==> config.mk <==
export PLATFORM = sky130hd
export DESIGN_NAME = drc_run_control
export DESIGN_NICKNAME = d
export VERILOG_FILES = /design/src/hdl/drc_pkg.sv /design/src/hdl/drc_strobe_mux.sv /design/src/hdl/drc_run_control.sv
export SDC_FILE = /design/constraint.sdc
export NUM_CORES = 1
export LEC_CHECK = 0
export BUFFER_PORTS_ARGS = -buffer_cell sky130_fd_sc_hd__buf_2
export CORE_MARGIN = 3
export CORE_UTILIZATION = 30
export DETAILED_ROUTE_END_ITERATION = 10
export GPL_ROUTABILITY_DRIVEN = 0
export GPL_TIMING_DRIVEN = 0
export HOLD_SLACK_MARGIN = 0.06
export PLACE_DENSITY = 0.65
export SKIP_CTS_REPAIR_TIMING = 1
export SYNTH_ARGS = -nofsm -noshare
export SYNTH_HDL_FRONTEND = slang
export SYNTH_SLANG_ARGS = --single-unit
==> constraint.sdc <==
create_clock -name core_clk -period 2.8 [get_ports core_clk]
set_input_delay 0.56 -clock core_clk [delete_from_list [all_inputs] [get_ports core_clk]]
set_output_delay 0.56 -clock core_clk [all_outputs]
set_load 0.02 [all_outputs]
==> src/hdl/drc_pkg.sv <==
// What this block does
// - Low-power waits for current sample/block end
// - Low-power state masks all core interrupts
// - Bit0 low-power request, upper bits reserved
// - Five-bit frame strobe selector, reset base rate
// - Codes 0-4 pick generator one rates
// - Codes 5-7 pick generator two rates
// - Codes 8-11 pick serial input rates
// - Codes 12-15 pick serial output rates
// - Code 16 picks S/PDIF receiver rate
// - Launch bit rising edge starts program counter
// - Launch bit falling edge does nothing
// - Program counter starts at start address
package drc_pkg;
  // ==========================================================
  // Register map (word addresses on the control port)
  localparam logic [15:0] DRC_ADDR_LOW_POWER = 16'hf400;
  localparam logic [15:0] DRC_ADDR_STROBE_SRC = 16'hf401;
  localparam logic [15:0] DRC_ADDR_LAUNCH = 16'hf402;
  // ==========================================================
  // Reset values
  localparam logic [15:0] DRC_RST_LOW_POWER = 16'h0000;
  localparam logic [4:0] DRC_RST_STROBE_SRC = 5'h02;
  localparam logic [15:0] DRC_RST_LAUNCH = 16'h0000;
  localparam logic [15:0] DRC_RST_START_ADDR = 16'h0000;
  // ==========================================================
  // Field layout
  localparam int DRC_SEL_W = 5;
  localparam int DRC_NUM_SRC = 17;
  localparam logic [4:0] DRC_SEL_GEN1 = 5'h00;
  localparam logic [4:0] DRC_SEL_GEN2 = 5'h05;
  localparam logic [4:0] DRC_SEL_SIN = 5'h08;
  localparam logic [4:0] DRC_SEL_SOUT = 5'h0c;
  localparam logic [4:0] DRC_SEL_SPDIF = 5'h10;
  // ==========================================================
  // Grouped frame strobe sources, all one-cycle pulses
  typedef struct packed {
    logic spdif;       // Receiver recovered rate
    logic [3:0] sout;  // Serial output ports 3..0
    logic [3:0] sin;   // Serial input ports 3..0
    logic [2:0] gen2;  // /6, /3, x2/3
    logic [4:0] gen1;  // x4, x2, x1, /2, /4 (msb..lsb)
  } drc_strobes_t;
  // Host control port write/read request
  typedef struct packed {
    logic wr;
    logic rd;
    logic [15:0] addr;
    logic [15:0] wdata;
  } drc_req_t;
  // Run state of the sequencer
  typedef enum logic [1:0] {DRC_IDLE, DRC_RUN, DRC_DRAIN, DRC_SLEEP} drc_state_t;
endpackage

==> src/hdl/drc_strobe_mux.sv <==
`timescale 1ns/1ps
// ============================================================
// Frame strobe selector
module drc_strobe_mux (
  // Clock and reset
  input wire logic core_clk,
  input wire logic arst_n,
  // Selection
  input wire logic [4:0] sel,
  input wire drc_pkg::drc_strobes_t src,
  // Selected strobe, registered
  output logic strobe
);
  import drc_pkg::*;
  logic [DRC_NUM_SRC-1:0] flat; // Flat source vector, index = code
  assign flat = src;
  // Codes above 16 select nothing, so no frames arrive
  always_ff @(posedge core_clk or negedge arst_n) begin
    if (!arst_n) begin
      strobe <= 1'b0;
    end else if (sel < DRC_NUM_SRC) begin
      strobe <= flat[sel];
    end else begin
      strobe <= 1'b0;
    end
  end
endmodule // drc_strobe_mux

==> src/hdl/drc_run_control.sv <==
`timescale 1ns/1ps
// ============================================================
// Core run control registers
module drc_run_control (
  // Clock and reset
  input wire logic core_clk,
  input wire logic arst_n,
  // Host control port
  input wire drc_pkg::drc_req_t req,
  output logic [15:0] rdata,
  output logic rvalid,
  // Frame strobe sources from clock generators and ports
  input wire drc_pkg::drc_strobes_t strobes,
  // Core handshake
  input wire logic frame_done,
  input wire logic [15:0] start_addr,
  output logic frame_strobe,
  output logic core_irq_en,
  output logic core_low_power,
  output logic pc_load,
  output logic [15:0] pc_start,
  output logic core_enable
);
  import drc_pkg::*;
  // ==========================================================
  // Registers
  logic lp_req_reg;          // Low-power request bit
  logic [4:0] sel_reg;       // Strobe selector
  logic launch_reg;          // Last written launch bit
  drc_state_t state_reg;     // Run sequencer
  logic launch_rise;         // Rising edge on a launch write
  logic strobe_w;            // Selected strobe
  logic drained;             // Current frame finished
  logic lp_wr;               // Write to low-power register
  // Edge found against the stored value, writes only
  assign launch_rise = req.wr && req.addr == DRC_ADDR_LAUNCH
                       && req.wdata[0] && !launch_reg;
  assign lp_wr = req.wr && req.addr == DRC_ADDR_LOW_POWER;
  assign drained = frame_done || strobe_w;
  // ==========================================================
  // Register writes, reserved bits dropped
  always_ff @(posedge core_clk or negedge arst_n) begin
    if (!arst_n) begin
      lp_req_reg <= DRC_RST_LOW_POWER[0];
      sel_reg <= DRC_RST_STROBE_SRC;
      launch_reg <= DRC_RST_LAUNCH[0];
    end else if (req.wr) begin
      if (lp_wr) begin
        lp_req_reg <= req.wdata[0];
      end
      if (req.addr == DRC_ADDR_STROBE_SRC) begin
        sel_reg <= req.wdata[4:0];
      end
      // Falling writes only update storage
      if (req.addr == DRC_ADDR_LAUNCH) begin
        launch_reg <= req.wdata[0];
      end
    end
  end
  // ==========================================================
  // Readback, one cycle later; unmapped reads zero
  always_ff @(posedge core_clk or negedge arst_n) begin
    if (!arst_n) begin
      rdata <= 16'h0000;
      rvalid <= 1'b0;
    end else begin
      rvalid <= req.rd;
      unique case (req.addr)
        DRC_ADDR_LOW_POWER: rdata <= {15'h0000, lp_req_reg};
        DRC_ADDR_STROBE_SRC: rdata <= {11'h000, sel_reg};
        DRC_ADDR_LAUNCH: rdata <= {15'h0000, launch_reg};
        default: rdata <= 16'h0000;
      endcase
    end
  end
  // ==========================================================
  // Run sequencer: a request waits for the frame end
  always_ff @(posedge core_clk or negedge arst_n) begin
    if (!arst_n) begin
      state_reg <= DRC_IDLE;
    end else begin
      unique case (state_reg)
        DRC_IDLE: if (launch_rise) state_reg <= DRC_RUN;
        DRC_RUN: if (lp_req_reg) state_reg <= DRC_DRAIN;
        DRC_DRAIN: if (drained) state_reg <= DRC_SLEEP;
        // Clearing the request resumes; a new launch does not leave sleep
        DRC_SLEEP: if (!lp_req_reg) state_reg <= DRC_RUN;
      endcase
    end
  end
  // ==========================================================
  // Core outputs
  always_ff @(posedge core_clk or negedge arst_n) begin
    if (!arst_n) begin
      core_irq_en <= 1'b0;
      core_low_power <= 1'b0;
      core_enable <= 1'b0;
      pc_load <= 1'b0;
      pc_start <= DRC_RST_START_ADDR;
    end else begin
      // Masked in sleep; host stop relies on this path
      // Running core keeps interrupts until the frame ends, even with the request set
      core_irq_en <= !lp_req_reg || state_reg == DRC_RUN
                     || state_reg == DRC_DRAIN && !drained;
      // Cleared request drops low power at once, matching the interrupt path
      core_low_power <= lp_req_reg
                        && (state_reg == DRC_SLEEP || state_reg == DRC_DRAIN && drained);
      core_enable <= state_reg != DRC_IDLE || launch_rise;
      pc_load <= launch_rise;
      if (launch_rise) begin
        pc_start <= start_addr;
      end
    end
  end
  drc_strobe_mux u_mux (
    .core_clk(core_clk),
    .arst_n(arst_n),
    .sel(sel_reg),
    .src(strobes),
    .strobe(strobe_w)
  );
  always_ff @(posedge core_clk or negedge arst_n) begin
    if (!arst_n) frame_strobe <= 1'b0;
    else frame_strobe <= strobe_w;
  end
endmodule // drc_run_control

==> summary.txt <==
Detailed routing
  • Total wire length: 3.93 mm
  • Drt wl/cell: 12.3 um
  • DRT antenna net count: 0
  • Drt via density: 4.43
  • Residual DRC: 0
  • Drt first-iter violations: 31
  • Drt first pass iters: 3
  • Vias: 1417

Global routing
  • Overall Global Routing Usage: 11.0%
  • Met1 usage: 13.6%
  • Pin count of the biggest net entering global routing: 38
  • Met3 Usage GRT: 3.55%
  • Initial antenna violation count: 0
  • Global-route wire length before repair: 6.33 mm
  • M2 GR Usage: 18.5%
  • Top Usage Layer GRT: met2
  • Vias in the first global route: 1407
  • GR Overflow Total: 0

Timing
  • Sum Neg Setup Slack: 0 ns
  • Hold slack: 0.368 ns
  • Fmax: 456 MHz
  • Setup Skew: 0.00266 ns
  • Tmin final: 2.19 ns
  • Crit share post-route: 78.2%
  • Fin. Hold Viols: 0
  • Max-slew headroom: 46.7%
  • Max Transition Viols Final: 0
  • # setup viols final: 0
  • Least-Margin Pin Slew: 0.799 ns
  • Unrepaired setup endpoints after global routing: false

Synth
  • Largest family of logic cells by synthesized area: multiplexers
  • Xor/xnor cell area share of the yosys netlist: 0%
  • Post-synthesis average cell area: 13.4 um2
  • Mux cell area share after synthesis: 22.4%
  • FFs w/ async S/R, synth: 100%
  • Compound-Gate Fraction of Synth Area: 3.03%
  • Count of cell types in the netlist: 42
  • Area share of the leading cell type in the synthesized netlist: 47.4%
  • Synth warnings: 0
  • Cell Area, Synth: 0.00190 mm2
  • Ranking of synthesized cells by area: dfrtp_1, mux2_2, mux2_4, mux4_2, buf_4
  • Post-synthesis simple-gate area fraction: 16.1%
  • Post-synthesis adder-cell area fraction: 3.29%
  • Post-synth EDFFs: 0
  • Post-Syn Instances: 142
  • Seq/Total Area, Yosys: 48.8%
  • Area leader, netlist: dfrtp_1
  • Synth Register Bits: 37
  • Ys flop type: dfrtp_1

Floorplanning
  • Core region area: 0.00603 mm2
  • Row count: 28
  • Top-level I/O count: 108
  • Die area: 0.00733 mm2
  • DIE WIDTH: 85.6 um
  • Die H: 85.6 um
  • Initial Util: 31.6%

Final layout
  • Max FFs per register: 16
  • Most frequent cells in the layout: buf_2, dfrtp_1, mux2_2, buf_4, conb_1
  • Diode count: 0
  • Commonest non-fill, non-tap cell in the layout: buf_2
  • Nets: 319
  • Area delta synth->final: 33.8%
  • Share of cells above drive strength 1: 58.0%

Power
  • Leakage power total: 1.35 nW
  • Sw frac: 28.9%
  • Clock power share: 28.3%
  • Combinational Power Share: 24.1%
  • Sequential power share: 47.6%
  • Max VDD drop: 272 uV
  • NetSw: 0.357 mW
  • Cell internal pwr: 0.879 mW
  • Power Density: 485 mW/mm2

Placed design
  • Number of buffer cells added on primary ports: 85
  • HPWL Detailed: 3.15 mm

CTS
  • Clock latency on the worst-skew pair: 0.28 ns
  • CTS tree: done
  • Clock Path Buffers: 2
  • Root Driver: clkbuf_8
  • Clock sinks: 37
  • Num CTS Buffers: 5
  • # H-tree levels: 2
  • CTS clock-pin slew for the worst setup and hold paths: 0.07 ns

Critical path
  • Critical path class: in2reg
  • WP data required: 2.96 ns
  • Critical Path Fanout Max: 10
  • Startpoint types: input port
  • WP data arrival: 2.35 ns
  • CP endpoint kind: register

Outcome
  • Outcome: complete, no violations

Min path
  • HP Class: in2async

Job
  • Max Cap Violations: 0
power groups by stage:
stage / Combinational, mW / Sequential (mW) / Clock (mW)
floorplan: 0.192 / 0.603 / 0
global placement: 0.291 / 0.596 / 0
detailed placement: 0.298 / 0.598 / 0
CTS: 0.300 / 0.588 / 0.373
global route: 0.336 / 0.595 / 0.398
finish: 0.298 / 0.588 / 0.349
final cells by class:
class | count | area [um2]
Multi-Input combinational cell | 99 | 893
Fill cell | 586 | 3480
Clock buffer | 5 | 68.8
Inverter | 3 | 11.3
Sequential cell | 37 | 927
Clock inverter | 3 | 17.5
Buffer | 13 | 108
Tap cell | 75 | 93.8
Timing Repair Buffer | 85 | 425
worst paths after layout:
kind                                     end  cells past startpoint  slack [ns]    startpoint
worst min register to register  frame_strobe                      0        0.42  u_mux.strobe
min in group core_clk                 rvalid                      1        0.40       req[32]
worst min-delay path             pc_start[3]                      1        0.37        arst_n
max in group asynchronous         sel_reg[2]                      1        1.93        arst_n
worst max-delay path            pc_start[14]                      6        0.61       req[18]
worst max register to register  state_reg[0]                      6        0.86  state_reg[1]
logic make-up after synthesis:
kind of cell	after synthesis
other	1
AND/OR/NAND/NOR	44
multiplexers	31
adder cells (fa/ha/maj)	5
AO/OA/AOI/OAI	8
flip-flops	37
buffers and inverters	16
routing by layer:
layer | vias to the layer above | part of all wire (%) | wire (um)
li1 | 702 | - | -
met1 | 650 | 42 | 1660
met2 | 63 | 48 | 1890
met3 | 2 | 9.2 | 361
met4 | 0 | 0.56 | 22
met5 | - | 0 | 0
critical path: stages:
cell,delay [ns]
buf_2,0.10
nor4_2,0.45
nand2_2,0.20
nor3b_4,0.51
buf_12,0.21
mux2_4,0.30
Yosys cell counts, types with 2 or more instances:
cell,count
nor2_1,4
ha_1,5
mux2_4,9
dfrtp_1,36
and3_1,2
and2_1,4
nor2b_1,3
nand3_1,5
mux2_2,16
mux2i_1,2
inv_1,3
nor4b_1,2
nor3_1,3
o21a_1,2
buf_4,11
mux4_2,4
nand3b_1,3
o211ai_1,2
nand4_1,3
through the flow:
step                std cells  power (mW)  setup WS [ns]  utilization, %  cell area [um2]
floorplan                 152       0.794          0.693               -             1940
global placement          312       0.886          0.300            40.8             2460
detailed placement        312       0.897          0.264            40.8             2460
CTS                       320        1.26          0.569            42.2             2540
global route              320        1.33          0.501            42.2             2540
finish                    320        1.24          0.609            42.2             2540
Note: power is estimated with default switching activity, not from simulation.
